$ cat src/sfd_cfg.svh
`ifndef SFD_CFG_SVH
`define SFD_CFG_SVH
`define SFD_CLK_NS 10
`define SFD_MS_NS 1000000
`define SFD_MS_CYCLES ((`SFD_MS_NS) / (`SFD_CLK_NS))
`define SFD_RESTART_MS 7'h01
`define SFD_PLATEAU_MS 7'h64
`define SFD_TONE_PERIODS 3'h4
`define SFD_DM_FULL_MS 4'h8
`define SFD_ATT_LOW 7'h01
`define SFD_ATT_HIGH 7'h78
`define SFD_TURN_ON_MS 8'hC8
`define SFD_TURN_OFF_MS 8'h0A
`define SFD_HOST_HALF 6
`define SFD_ADDR_DIAG_GAIN 5'h00
`define SFD_ADDR_AMP_MUTE 5'h01
`define SFD_ADDR_FAULT_PIN 5'h02
`define SFD_ADDR_FEATURE 5'h03
`define SFD_ADDR_TWEETER_CTL 5'h04
`define SFD_ADDR_RESULT0 5'h10
`define SFD_ADDR_RESULT3 5'h13
`define SFD_ADDR_TWEETER_RES 5'h14
`define SFD_BIT_DIAG_EN 7
`define SFD_BIT_DIAG_MODE 6
`define SFD_BIT_AMP_ON 7
`define SFD_BIT_UNMUTE_A 3
`define SFD_BIT_UNMUTE_B 2
`define SFD_BIT_SHORT_PIN 7
`define SFD_BIT_NO_TW_PIN 5
`define SFD_BIT_DM_OFF 5
`define SFD_BIT_TW_EN 7
`define SFD_BIT_TW_THR 6
`define SFD_HREG_CMD 2'h0
`define SFD_HREG_STATUS 2'h1
`define SFD_HCMD_WR 15
`endif

$ cat src/sfd_pkg.sv
package sfd_pkg;
	typedef enum logic [1:0] {
		SFD_CH_ACTIVE = 2'b00,
		SFD_CH_RESTART = 2'b01,
		SFD_CH_PLATEAU = 2'b10,
		SFD_CH_HOLD = 2'b11
	} sfd_ch_state_t;
	typedef enum logic [2:0] {
		SFD_H_IDLE = 3'b000,
		SFD_H_GUARD = 3'b001,
		SFD_H_SETUP = 3'b010,
		SFD_H_HIGH = 3'b011,
		SFD_H_LOW = 3'b100
	} sfd_host_state_t;
endpackage

$ cat src/sfd_link_if.sv
`timescale 1ns/1ns
interface sfd_link_if;
	logic lk_clk;
	logic lk_sel;
	logic lk_wr;
	logic [4:0] lk_addr;
	logic [7:0] lk_wdata;
	logic [7:0] lk_rdata;
	logic lk_fault_n;
	modport dev (input lk_clk, lk_sel, lk_wr, lk_addr, lk_wdata, output lk_rdata, lk_fault_n);
	modport host (output lk_clk, lk_sel, lk_wr, lk_addr, lk_wdata, input lk_rdata, lk_fault_n);
endinterface

$ cat src/sfd_device.sv
// Notes on behaviour
// - Restart cycle is a check of one to two milliseconds.
// - Plateau cycle lasts 100 ms, results readable.
// - Restart mode: channel alone retries every two milliseconds.
// - Diagnostic mode starts itself on channel overload.
// - One restart first; plateau only if overload stays.
// - After plateau, keep restarting and keep results.
// - Each read re-runs plateau while fault persists.
// - Read during plateau holds play until next read.
// - Four tone periods without current: tweeter absent.
// - Tweeter control bit 7 enables, bit 6 threshold.
// - Tweeter found bits 7-4, valid while bit 3 zero.
// - Offset flags refresh continuously, also during play.
// - Simultaneous ground and supply shorts both reported; load short masked.
// - Report only faults stable over whole period.
// - Result bits 4-0, valid bit 6, clear on read.
// - Bit 4 marks overload with completed plateau cycle.
// - Host waits 200 ms to unmute, 10 ms off.
// - Clock pin high: legacy, data pin mutes, registers zero.
// - Four thermal flags, one to pin, progressive attenuation.
// - Undervoltage mutes; digital mute runs to completion.
// - Digital mute disabled by warning, bit, or diagnostic.
// - Reset: tristate, pin low, amp bit clear.
`timescale 1ns/1ns
`include "sfd_cfg.svh"
module sfd_device import sfd_pkg::*; #(
	parameter int MS_CYCLES = `SFD_MS_CYCLES
) (
	input wire logic clk_in,
	input wire logic reset_in,
	sfd_link_if.dev link,
	input wire logic enable_in,
	input wire logic por_in,
	input wire logic legacy_in,
	input wire logic legacy_mute_in,
	input wire logic [3:0] overload_in,
	input wire logic [3:0] short_gnd_in,
	input wire logic [3:0] short_vs_in,
	input wire logic [3:0] short_load_in,
	input wire logic [3:0] offset_in,
	input wire logic [3:0] tone_over_in,
	input wire logic tone_period_in,
	input wire logic tone_clip_in,
	input wire logic [3:0] thermal_warn_in,
	input wire logic thermal_low_in,
	input wire logic thermal_high_in,
	input wire logic undervolt_in,
	output logic [3:0] channel_on_out,
	output logic [3:0] plateau_out,
	output logic tristate_out,
	output logic analog_mute_out,
	output logic digital_mute_out,
	output logic tweeter_thr_out,
	output logic [6:0] atten_out
);
	logic [18:0] pin_s1_reg, pin_s2_reg;
	logic en_s, leg_s, lmute_s, lclk_s, lsel_s, lwr_s, lclk_d_reg;
	logic [4:0] laddr_s;
	logic [7:0] lwd_s, rdata_reg;
	logic access, rd_ev, wr_ev, run_rst, reg_rst, amp_on, ms_tick, fault_n_reg;
	logic [7:0] diag_gain_control_byte, amp_mute_control_byte, fault_pin_control_byte;
	logic [7:0] feature_control_byte, tweeter_check_control_byte, tweeter_result_byte;
	logic [4:0] res_reg [4];
	logic valid_reg;
	sfd_ch_state_t st_reg [4];
	logic [6:0] cnt_reg [4];
	logic [2:0] stab_reg [4];
	logic [3:0] first_reg, hold_reg;
	logic [2:0] tone_cnt_reg [4];
	logic [3:0] over_seen_reg;
	logic [6:0] att_reg;
	logic [3:0] dm_cnt_reg;
	logic dm_run_reg, am_reg;

	// Link bits settle long before the link clock edge, so a bundle sync is safe
	always_ff @(posedge clk_in) begin
		if (reset_in) begin
			pin_s1_reg <= '0;
			pin_s2_reg <= '0;
			lclk_d_reg <= 1'b0;
		end else begin
			pin_s1_reg <= {enable_in, legacy_in, legacy_mute_in, link.lk_clk, link.lk_sel,
				link.lk_wr, link.lk_addr, link.lk_wdata};
			pin_s2_reg <= pin_s1_reg;
			lclk_d_reg <= lclk_s;
		end
	end
	assign {en_s, leg_s, lmute_s, lclk_s, lsel_s, lwr_s, laddr_s, lwd_s} = pin_s2_reg;
	assign access = lclk_s && !lclk_d_reg && lsel_s && !leg_s;
	assign rd_ev = access && !lwr_s;
	assign wr_ev = access && lwr_s;
	assign run_rst = reset_in || !en_s || por_in;
	assign reg_rst = run_rst || leg_s;
	assign amp_on = amp_mute_control_byte[`SFD_BIT_AMP_ON] || (leg_s && en_s);

	sfd_tick #(.CYCLES(MS_CYCLES)) u_ms (
		.clk_in(clk_in),
		.reset_in(run_rst),
		.clear_in(1'b0),
		.tick_out(ms_tick)
	);

	// Permanent diagnostic never sees open load
	function automatic logic [3:0] fault_priority(input logic [2:0] s);
		fault_priority = {s[2], s[1], s[0] && !s[2] && !s[1], 1'b0};
	endfunction

	function automatic logic [7:0] read_byte(input logic [4:0] a);
		read_byte = 8'h00;
		if (a == `SFD_ADDR_DIAG_GAIN) read_byte = diag_gain_control_byte;
		if (a == `SFD_ADDR_AMP_MUTE) read_byte = amp_mute_control_byte;
		if (a == `SFD_ADDR_FAULT_PIN) read_byte = fault_pin_control_byte;
		if (a == `SFD_ADDR_FEATURE) read_byte = feature_control_byte;
		if (a == `SFD_ADDR_TWEETER_CTL) read_byte = tweeter_check_control_byte;
		if (a == `SFD_ADDR_TWEETER_RES) read_byte = tweeter_result_byte;
		if (a >= `SFD_ADDR_RESULT0 && a <= `SFD_ADDR_RESULT3) begin
			read_byte = {2'b00, offset_in[a[1:0]], res_reg[a[1:0]]};
			if (a == `SFD_ADDR_RESULT0) read_byte[7:6] = {amp_on, valid_reg};
		end
	endfunction

	always_ff @(posedge clk_in) begin
		if (reg_rst) begin
			diag_gain_control_byte <= 8'h00;
			amp_mute_control_byte <= 8'h00;
			fault_pin_control_byte <= 8'h00;
			feature_control_byte <= 8'h00;
			tweeter_check_control_byte <= 8'h00;
		end else if (wr_ev) begin
			if (laddr_s == `SFD_ADDR_DIAG_GAIN) diag_gain_control_byte <= lwd_s;
			if (laddr_s == `SFD_ADDR_AMP_MUTE) amp_mute_control_byte <= lwd_s;
			if (laddr_s == `SFD_ADDR_FAULT_PIN) fault_pin_control_byte <= lwd_s;
			if (laddr_s == `SFD_ADDR_FEATURE) feature_control_byte <= lwd_s;
			if (laddr_s == `SFD_ADDR_TWEETER_CTL) tweeter_check_control_byte <= lwd_s;
		end
	end

	always_ff @(posedge clk_in) begin
		if (reset_in) begin
			rdata_reg <= 8'h00;
		end else if (rd_ev) begin
			rdata_reg <= read_byte(laddr_s);
		end
	end

	// Per-channel diagnostic; result clear on read comes first so a store wins
	always_ff @(posedge clk_in) begin
		if (run_rst) begin
			for (int i = 0; i < 4; i++) begin
				st_reg[i] <= SFD_CH_ACTIVE;
				cnt_reg[i] <= 7'h00;
				stab_reg[i] <= 3'h0;
				res_reg[i] <= 5'h00;
			end
			first_reg <= 4'h0;
			hold_reg <= 4'h0;
			valid_reg <= 1'b0;
		end else begin
			if (rd_ev && laddr_s == `SFD_ADDR_RESULT0) valid_reg <= 1'b0;
			for (int i = 0; i < 4; i++) begin
				if (rd_ev && laddr_s == (`SFD_ADDR_RESULT0 | 5'(i))) res_reg[i] <= 5'h00;
				stab_reg[i] <= stab_reg[i] & {short_gnd_in[i], short_vs_in[i], short_load_in[i]};
				if (ms_tick && cnt_reg[i] != 7'h00) cnt_reg[i] <= cnt_reg[i] - 7'h01;
				unique case (st_reg[i])
					SFD_CH_ACTIVE: begin
						if (overload_in[i]) begin
							st_reg[i] <= SFD_CH_RESTART;
							cnt_reg[i] <= `SFD_RESTART_MS + 7'h01;
							first_reg[i] <= diag_gain_control_byte[`SFD_BIT_DIAG_MODE];
						end
					end
					SFD_CH_RESTART: begin
						if (ms_tick && cnt_reg[i] == 7'h01) begin
							cnt_reg[i] <= `SFD_RESTART_MS + 7'h01;
							first_reg[i] <= 1'b0;
							if (!overload_in[i]) begin
								st_reg[i] <= hold_reg[i] ? SFD_CH_HOLD : SFD_CH_ACTIVE;
							end else if (first_reg[i]) begin
								st_reg[i] <= SFD_CH_PLATEAU;
								cnt_reg[i] <= `SFD_PLATEAU_MS + 7'h01;
								stab_reg[i] <= 3'h7;
							end
						end else if (rd_ev && !first_reg[i] && overload_in[i]
							&& diag_gain_control_byte[`SFD_BIT_DIAG_EN]
							&& diag_gain_control_byte[`SFD_BIT_DIAG_MODE]) begin
							st_reg[i] <= SFD_CH_PLATEAU;
							cnt_reg[i] <= `SFD_PLATEAU_MS + 7'h01;
							stab_reg[i] <= 3'h7;
						end
					end
					SFD_CH_PLATEAU: begin
						if (rd_ev) hold_reg[i] <= 1'b1;
						if (ms_tick && cnt_reg[i] == 7'h01) begin
							st_reg[i] <= SFD_CH_RESTART;
							cnt_reg[i] <= `SFD_RESTART_MS + 7'h01;
							res_reg[i] <= {1'b1, fault_priority(stab_reg[i])};
							if (i == 0) valid_reg <= 1'b1;
						end
					end
					SFD_CH_HOLD: begin
						if (rd_ev) begin
							st_reg[i] <= SFD_CH_ACTIVE;
							hold_reg[i] <= 1'b0;
						end
					end
				endcase
			end
		end
	end

	// Tweeter check: a period pulse closes each test tone period
	always_ff @(posedge clk_in) begin
		if (reg_rst || !tweeter_check_control_byte[`SFD_BIT_TW_EN]) begin
			tweeter_result_byte <= 8'h00;
			over_seen_reg <= 4'h0;
			for (int i = 0; i < 4; i++) tone_cnt_reg[i] <= 3'h0;
		end else begin
			if (rd_ev && laddr_s == `SFD_ADDR_TWEETER_RES) tweeter_result_byte <= 8'h00;
			if (tone_clip_in) tweeter_result_byte[3] <= 1'b1;
			for (int i = 0; i < 4; i++) begin
				over_seen_reg[i] <= tone_period_in ? 1'b0 : (over_seen_reg[i] || tone_over_in[i]);
				if (tone_period_in) begin
					if (over_seen_reg[i] || tone_over_in[i]) begin
						tone_cnt_reg[i] <= 3'h0;
						tweeter_result_byte[7 - i] <= 1'b1;
					end else if (tone_cnt_reg[i] + 3'h1 >= `SFD_TONE_PERIODS) begin
						tone_cnt_reg[i] <= `SFD_TONE_PERIODS;
						tweeter_result_byte[7 - i] <= 1'b0;
					end else begin
						tone_cnt_reg[i] <= tone_cnt_reg[i] + 3'h1;
					end
				end
			end
		end
	end

	// Attenuation moves 0.5 dB per millisecond so thermal mute stays smooth
	always_ff @(posedge clk_in) begin
		if (run_rst) begin
			att_reg <= 7'h00;
		end else if (ms_tick) begin
			if (thermal_high_in) begin
				att_reg <= (att_reg < `SFD_ATT_HIGH) ? att_reg + 7'h01 : `SFD_ATT_HIGH;
			end else if (thermal_low_in) begin
				att_reg <= (att_reg > `SFD_ATT_LOW) ? att_reg - 7'h01 : `SFD_ATT_LOW;
			end else if (att_reg != 7'h00) begin
				att_reg <= att_reg - 7'h01;
			end
		end
	end

	always_ff @(posedge clk_in) begin
		if (run_rst) begin
			dm_run_reg <= 1'b0;
			dm_cnt_reg <= 4'h0;
			am_reg <= 1'b0;
		end else begin
			am_reg <= undervolt_in || (leg_s && lmute_s);
			if (!dm_run_reg) begin
				dm_cnt_reg <= 4'h0;
				if (undervolt_in && !thermal_warn_in[0] && !feature_control_byte[`SFD_BIT_DM_OFF]
					&& !(diag_gain_control_byte[`SFD_BIT_DIAG_EN] && !amp_on)) begin
					dm_run_reg <= 1'b1;
				end
			end else if (dm_cnt_reg != `SFD_DM_FULL_MS) begin
				if (ms_tick) dm_cnt_reg <= dm_cnt_reg + 4'h1;
			end else if (!undervolt_in) begin
				dm_run_reg <= 1'b0;
			end
		end
	end

	always_ff @(posedge clk_in) begin
		if (run_rst) begin
			fault_n_reg <= 1'b0;
		end else begin
			fault_n_reg <= amp_on
				&& !(fault_pin_control_byte[`SFD_BIT_SHORT_PIN] && (hold_reg != 4'h0
				|| first_reg != 4'h0 || overload_in != 4'h0))
				&& !(!fault_pin_control_byte[`SFD_BIT_NO_TW_PIN]
				&& thermal_warn_in[fault_pin_control_byte[4:3]]);
		end
	end

	always_ff @(posedge clk_in) begin
		if (run_rst) begin
			tristate_out <= 1'b1;
			channel_on_out <= 4'h0;
			plateau_out <= 4'h0;
		end else begin
			tristate_out <= !amp_on;
			for (int i = 0; i < 4; i++) begin
				channel_on_out[i] <= amp_on && st_reg[i] == SFD_CH_ACTIVE;
				plateau_out[i] <= st_reg[i] == SFD_CH_PLATEAU;
			end
		end
	end

	always_ff @(posedge clk_in) begin
		analog_mute_out <= !reset_in && am_reg;
		digital_mute_out <= !reset_in && dm_run_reg;
		atten_out <= reset_in ? 7'h00 : att_reg;
		tweeter_thr_out <= !reset_in && tweeter_check_control_byte[`SFD_BIT_TW_THR];
	end
	assign link.lk_rdata = rdata_reg;
	assign link.lk_fault_n = fault_n_reg;
endmodule

$ cat src/sfd_tick.sv
`timescale 1ns/1ns
module sfd_tick #(
	parameter int CYCLES = 100000
) (
	input wire logic clk_in,
	input wire logic reset_in,
	input wire logic clear_in,
	output logic tick_out
);
	localparam int W = $clog2(CYCLES) + 1;
	logic [W-1:0] cnt_reg;
	always_ff @(posedge clk_in) begin
		if (reset_in || clear_in || cnt_reg == W'(CYCLES - 1)) begin
			cnt_reg <= '0;
		end else begin
			cnt_reg <= cnt_reg + W'(1);
		end
	end
	always_ff @(posedge clk_in) begin
		tick_out <= !reset_in && !clear_in && cnt_reg == W'(CYCLES - 1);
	end
endmodule

$ cat src/flat_wrapper.sv
// flat-port wrapper written by rule: the top's interface ports become plain ports
module sfd_device_flat import sfd_pkg::*;
#(
	parameter int MS_CYCLES = `SFD_MS_CYCLES
)
  (clk_in, reset_in, enable_in, por_in, legacy_in, legacy_mute_in, overload_in, short_gnd_in, short_vs_in, short_load_in, offset_in, tone_over_in, tone_period_in, tone_clip_in, thermal_warn_in, thermal_low_in, thermal_high_in, undervolt_in, channel_on_out, plateau_out, tristate_out, analog_mute_out, digital_mute_out, tweeter_thr_out, atten_out, link_lk_clk, link_lk_sel, link_lk_wr, link_lk_addr, link_lk_wdata, link_lk_rdata, link_lk_fault_n);
  sfd_link_if link_i ();
  input wire logic clk_in;
  input wire logic reset_in;
  input wire logic enable_in;
  input wire logic por_in;
  input wire logic legacy_in;
  input wire logic legacy_mute_in;
  input wire logic [3:0] overload_in;
  input wire logic [3:0] short_gnd_in;
  input wire logic [3:0] short_vs_in;
  input wire logic [3:0] short_load_in;
  input wire logic [3:0] offset_in;
  input wire logic [3:0] tone_over_in;
  input wire logic tone_period_in;
  input wire logic tone_clip_in;
  input wire logic [3:0] thermal_warn_in;
  input wire logic thermal_low_in;
  input wire logic thermal_high_in;
  input wire logic undervolt_in;
  output logic [3:0] channel_on_out;
  output logic [3:0] plateau_out;
  output logic tristate_out;
  output logic analog_mute_out;
  output logic digital_mute_out;
  output logic tweeter_thr_out;
  output logic [6:0] atten_out;
  input wire logic [$bits(link_i.lk_clk)-1:0] link_lk_clk;
  input wire logic [$bits(link_i.lk_sel)-1:0] link_lk_sel;
  input wire logic [$bits(link_i.lk_wr)-1:0] link_lk_wr;
  input wire logic [$bits(link_i.lk_addr)-1:0] link_lk_addr;
  input wire logic [$bits(link_i.lk_wdata)-1:0] link_lk_wdata;
  output wire logic [$bits(link_i.lk_rdata)-1:0] link_lk_rdata;
  output wire logic [$bits(link_i.lk_fault_n)-1:0] link_lk_fault_n;
  assign link_i.lk_clk = link_lk_clk;
  assign link_i.lk_sel = link_lk_sel;
  assign link_i.lk_wr = link_lk_wr;
  assign link_i.lk_addr = link_lk_addr;
  assign link_i.lk_wdata = link_lk_wdata;
  assign link_lk_rdata = link_i.lk_rdata;
  assign link_lk_fault_n = link_i.lk_fault_n;
  sfd_device #(.MS_CYCLES(MS_CYCLES)) u_core (.clk_in(clk_in), .reset_in(reset_in), .link(link_i), .enable_in(enable_in), .por_in(por_in), .legacy_in(legacy_in), .legacy_mute_in(legacy_mute_in), .overload_in(overload_in), .short_gnd_in(short_gnd_in), .short_vs_in(short_vs_in), .short_load_in(short_load_in), .offset_in(offset_in), .tone_over_in(tone_over_in), .tone_period_in(tone_period_in), .tone_clip_in(tone_clip_in), .thermal_warn_in(thermal_warn_in), .thermal_low_in(thermal_low_in), .thermal_high_in(thermal_high_in), .undervolt_in(undervolt_in), .channel_on_out(channel_on_out), .plateau_out(plateau_out), .tristate_out(tristate_out), .analog_mute_out(analog_mute_out), .digital_mute_out(digital_mute_out), .tweeter_thr_out(tweeter_thr_out), .atten_out(atten_out));
endmodule
$ cat config.mk
export PLATFORM = sky130hd
export DESIGN_NAME = sfd_device_flat
export DESIGN_NICKNAME = d
export VERILOG_FILES = /design/src/sfd_pkg.sv /design/src/sfd_link_if.sv /design/src/sfd_device.sv /design/src/sfd_tick.sv /design/src/flat_wrapper.sv
export VERILOG_INCLUDE_DIRS = /design/src
export SDC_FILE = /design/constraint.sdc
export NUM_CORES = 1
export LEC_CHECK = 0
export ABC_AREA = 1
export CORE_MARGIN = 3
export CORE_UTILIZATION = 49
export DETAILED_ROUTE_END_ITERATION = 16
export DONT_BUFFER_PORTS = 1
export PLACE_DENSITY = 0.69
export SYNTH_ARGS = -nofsm -noshare
export SYNTH_HDL_FRONTEND = slang
export SYNTH_SLANG_ARGS = --single-unit
$ cat constraint.sdc
create_clock -name clk_in -period 2.2 [get_ports clk_in]
set_clock_uncertainty 0.1 [all_clocks]
set_input_delay 0 -clock clk_in [delete_from_list [all_inputs] [get_ports clk_in]]
set_output_delay 0 -clock clk_in [all_outputs]
set_load 0.02 [all_outputs]
== Word level (Yosys, flattened, before mapping) ==
Memories as Yosys holds them, arrays and structs flattened. A register that Yosys moved wholly into a read port is not among the register bits.
Index checks and enable logic that the tools add are counted.

* Memory bits (writable): 76
* Bits of input ports: 55
* Output and inout port bits: 28
* Flip-flop bits (word level): 157
* Memories kept: 5

* $add $sub $neg: 12
* $lt $le $gt $ge: 10
* Bitwise operators: 85
* Equality and inequality tests: 43
* Multiplexer cells: 347
* Reductions and logical operators: 140

{| class="wikitable"
|+ Memory list
! name !! words !! bits a word !! read ports !! clocked after memory_dff !! write ports !! line !! RTL
|-
| u_core.cnt_reg || 4 || 7 || 4 || 0 || 4 || sfd_device.sv:66 || <nowiki>logic [6:0] cnt_reg [4];</nowiki>
|-
| u_core.res_reg || 4 || 4 || 1 || 1 || 4 || sfd_device.sv:63 || <nowiki>logic [4:0] res_reg [4];</nowiki>
|-
| u_core.stab_reg || 4 || 3 || 4 || 0 || 4 || sfd_device.sv:67 || <nowiki>logic [2:0] stab_reg [4];</nowiki>
|-
| u_core.tone_cnt_reg || 4 || 3 || 4 || 0 || 4 || sfd_device.sv:69 || <nowiki>logic [2:0] tone_cnt_reg [4];</nowiki>
|-
| u_core.st_reg || 4 || 2 || 4 || 0 || 4 || sfd_device.sv:65 || <nowiki>sfd_ch_state_t st_reg [4];</nowiki>
|}

{| class="wikitable"
|+ Operators with widths
! operator !! number
|-
| 2-to-1 mux 1 bit || 238
|-
| 2-to-1 mux 7 bit || 29
|-
| bitwise OR 1 bit || 80
|-
| 2-to-1 mux 3 bit || 24
|-
| 2-to-1 mux 8 bit || 8
|-
| logical AND 1 bit || 61
|-
| 2-to-1 mux 2 bit || 30
|-
| nonzero test 7 bit || 5
|-
| subtractor 7 x 1 -> 7 bit, second input constant || 5
|-
| 2-to-1 mux 4 bit || 8
|-
| equality test 7 x 1 -> 1 bit, second input constant || 4
|-
| zero test 1 bit || 26
|-
| equality test 5 bit, second input constant || 5
|-
| inequality test 2 x 1 -> 1 bit, second input constant || 12
|-
| AND reduction 3 bit || 8
|-
| adder 18 x 1 -> 18 bit, second input constant || 1
|-
| equality test 18 x 17 -> 1 bit, second input constant || 1
|-
| nonzero test 2 bit || 9
|-
| equality test 2 bit, second input constant || 8
|-
| case mux 1 bit (2 select lines) || 8
|-
| AND reduction 2 bit || 7
|-
| logical OR 1 bit || 13
|-
| adder 3 x 1 -> 3 bit, second input constant || 4
|-
| AND 3 bit || 4
|-
| 21 further kinds || 39
|}

== Depth between registers and ports, before layout ==
* Depth after elaboration: 17
* Gate-level depth with buffers: 13
* Gate-level depth less buffers: 13

== Modules after synthesis ==
A second synthesis with hierarchy kept.

* Cell total of the unflattened synthesis: 1369
* Area total of the unflattened synthesis: 11066.9 um2

{| class="wikitable"
|+ By module, submodules not included
! module !! cells each !! instances !! area each (um2)
|-
| sfd_device || 1228 || 1 || 10084.7
|-
| sfd_tick || 141 || 1 || 982.2
|}

== Worst setup path after synthesis ==
No wires, ideal clock.

* Path type: flip-flop to flip-flop
* Start: mem u_core.cnt_reg[0][1]
* End: mem u_core.cnt_reg[0][0] (enable)
* Arrival time: 1.525 ns
* Stages on the path, launching flop included: 13
* Period minus slack after synthesis: 1.962 ns
* Path buffers: 1
* Setup time: 0.337 ns
* Slack: 0.238 ns
* Cells stage by stage: edfxtp_1 -> inv_1 -> ha_1 -> nand2_1 -> inv_1 -> nand2_1 -> nor2_2 -> nor2_1 -> nand2_1 -> nand2_1 -> nand2_1 -> buf_2 -> nand4_1

{| class="wikitable"
|+ RTL lines
! element !! line
|-
| start: declaration || sfd_device.sv:66
|}

==> flow_metrics.py <==
metrics = {
    "timing": {
        "hold_viol": 0,
        "timing.final.ws_setup_ns": 0.132,
        "min_period_over_period_pct": 94.0,
        "finalMaxSlewViolations": 0,
        "setup_viol": 0,
        "timing.fmax_mhz": 484,
        "layout_min_cycle_time_ns": 2.07,
    },
    "critical_path": {
        "path_max_fanout": 11,
        "required_ns": 2.32,
        "arrival_ns": 2.19,
        "critical_path_class": "flop to flop",
        "start_kind": "flop",
        "slowest_stage": "nor2_2",
        "path_delay_family": "simple AND/OR/NAND/NOR gates",
        "end_kind": "flop",
        "crit_buf_inv": 3,
        "worst_path_largest_cell_delay_ns": 0.37,
        "cpMostUsedCell": "nand2_1",
        "path_cells": "nand2_1, inv_1, nand3_1, nor2_2, nand2_1, nand2_1, nand2_1, buf_4, inv_1, nor2_1, nand2_1",
    },
    "finish": {
        "area_delta_synth_final_pct": 19.3,
        "antenna_cells": 0,
        "seq_area_sq_um": 5400,
        "fin_util_pct": 60.0,
        "multiInputGateArea_sq_um": 4390,
        "drive_gt1_share_pct": 9.40,
        "largest_reg_flops": 28,
        "num-fill-cells": 1846,
        "nets": 1517,
        "finish.instance_area_sq_um": 12700,
    },
    "logic_synthesis": {
        "synth_top_cell_area_share_pct": 30.1,
        "synth_edf_count": 73,
        "yosysUniqueCellTypes": 42,
        "syn_area_sq_um": 10600,
        "synthFlopType": "dfxtp_1",
        "avgSynthCellArea_sq_um": 8.01,
        "yosysSeqAreaShare_pct": 50.7,
        "yosys.area.top_type": "dfxtp_1",
        "synth_async_sr_flop_share_pct": 0,
        "yosysWarnings": 0,
        "synth_area_leaders": "dfxtp_1, edfxtp_1, nor2_1, nand2_1, inv_1",
        "netlist_instances": 1328,
        "ys_ff_latch": 233,
    },
    "drt": {
        "routed_wl_microns": 25300,
        "vias": 8876,
        "via_per_inst": 5.12,
        "firstDrtPassIters": 5,
        "drc_errors": 0,
        "wire_per_inst_microns": 14.6,
        "postRouteAntennaNets": 0,
        "drt-initial-drc-count": 506,
    },
    "place": {
        "dp_slack_ns": 0.0773,
        "dp_hpwl_microns": 18300,
        "place_area_sq_um": 11200,
        "portBuffers": 0,
        "place_congestion": 0.896,
    },
    "pwr": {
        "p_total_mw": 9.12,
        "power_density_nw_per_um2": 719,
        "ir_worst_vdd_mv": 0.637,
        "power.leakage_nw": 5.46,
    },
    "floorplan": {
        "rows": 53,
        "die-area_sq_um": 23500,
        "pin_count": 83,
        "die_h_microns": 153,
        "dieWidth_microns": 153,
        "start_util_pct": 50.3,
        "core_area_sq_um": 21200,
    },
    "global_routing": {
        "grt_pass1_wl_microns": 41500,
        "antenna_found_initial": 0,
        "grt_pass1_vias": 8556,
        "globalRouteOverflowTotal": 0,
        "grt_use_total_pct": 21.0,
        "grt_start_max_net_pins": 57,
    },
    "cts": {
        "cts_root_buf": "clkbuf_16",
        "htree_levels": 1,
        "cts_buffers": 25,
        "cts.path.max_buffers": 3,
        "clk_pin_slew_ns": 0.06,
        "clock-sinks": 233,
        "insertion_delay_ns": 0.51,
        "cts_tree": "built",
    },
    "flow_run": {
        "max_cap_viol_count": 0,
    },
    "hold_path": {
        "min_path_type": "primary input to flop",
    },
    "run_status": {
        "status": "completed",
    },
}
placed cells by master (no fill, tap or decap), types with 11 or more instances in the layout:
| cell type | instances |
|---|---|
| xnor2_1 | 19 |
| a21oi_1 | 83 |
| dlygate4sd3_1 | 56 |
| xor2_1 | 11 |
| ha_1 | 23 |
| nand2_1 | 194 |
| nor3_1 | 22 |
| o21ai_0 | 82 |
| buf_4 | 49 |
| edfxtp_1 | 73 |
| nand4_1 | 37 |
| nand3_1 | 59 |
| inv_1 | 191 |
| nor2_1 | 238 |
| inv_2 | 12 |
| clkbuf_16 | 26 |
| dfxtp_1 | 158 |
Yosys cell counts (13+ instances only):
| library cell | count |
|---|---|
| dfxtp_1 | 160 |
| nand2_1 | 197 |
| xnor2_1 | 19 |
| buf_2 | 13 |
| nor2_1 | 239 |
| o21ai_0 | 82 |
| nand4_1 | 37 |
| inv_1 | 193 |
| edfxtp_1 | 73 |
| nor3_1 | 22 |
| nand3_1 | 59 |
| ha_1 | 23 |
| a21oi_1 | 83 |
cell families (layout without fill, tap and decap cells):
group,count (synthesis),after routing,share of synthesized area (%)
XOR/XNOR,30,30,2.47
adder cells (fa/ha/maj),23,23,2.71
flip-flops,233,233,50.7
buffers and inverters,233,355,8.59
AO/OA/AOI/OAI,206,206,10.6
AND/OR/NAND/NOR,602,602,24.9
other,1,9,0.0353
worst reg2reg max path, stage by stage, from the launching register on:
cell and delay, ns:
dfxtp_1 0.33, nand2_1 0.09, inv_1 0.06, nand3_1 0.13, nor2_2 0.37, nand2_1 0.12, nand2_1 0.09, nand2_1 0.07
buf_4 0.18, inv_1 0.10, nor2_1 0.05, nand2_1 0.09
worst paths after layout:
kind	from	to	slack, ns	cells past startpoint
worst max register to register	u_core.pin_s2_reg[15]	u_core.st_reg[0][2]	0.13	11
worst max-delay path	u_core.pin_s2_reg[15]	u_core.st_reg[0][2]	0.13	11
worst min-delay path	link_lk_wr	u_core.pin_s1_reg[13]	0.04	3
worst min register to register	u_core.pin_s1_reg[1]	u_core.pin_s2_reg[1]	0.30	2
stage by stage:
step                hold WS [ns]  std cells  setup TNS [ns]
floorplan                0.00697       1336               0
global placement         -0.0105       1623               0
detailed placement      -0.00924       1623               0
CTS                       0.0123       1726               0
global route              0.0440       1733         -0.0266
finish                    0.0372       1733               0
report_power, final:
part,internal [mW],switching (mW)
registers,4.47,0.0382
clock network,2.57,1.64
logic,0.169,0.230
total,7.21,1.91
per-layer routing:
metal	share of wire (%)	GRT usage, %	wire length (microns)
met2	46	35.1	11700
met5	0	0	0
met4	1.7	4.88	439
met3	7.0	3.85	1770
met1	45	28.5	11400
final cells by class:
cell class / count / share of cell area [%]
Multi-Input combinational cell: 870 / 34.6
Inverter: 203 / 6.00
Clock buffer: 39 / 5.90
Sequential cell: 233 / 42.5
Clock inverter: 7 / 0.700
Timing Repair Buffer: 106 / 7.53
Tap cell: 275 / 2.71
what timing repair did:
| item | in CTS | in global routing |
|---|---|---|
| hold buffers | 57 | 0 |
| hold endpoints to repair | 186 | 0 |
| gates resized for setup | 0 | 13 |
| setup endpoints to repair | 0 | 56 |
| setup buffers | 0 | 7 |
Power figures use the tool's default switching activity.
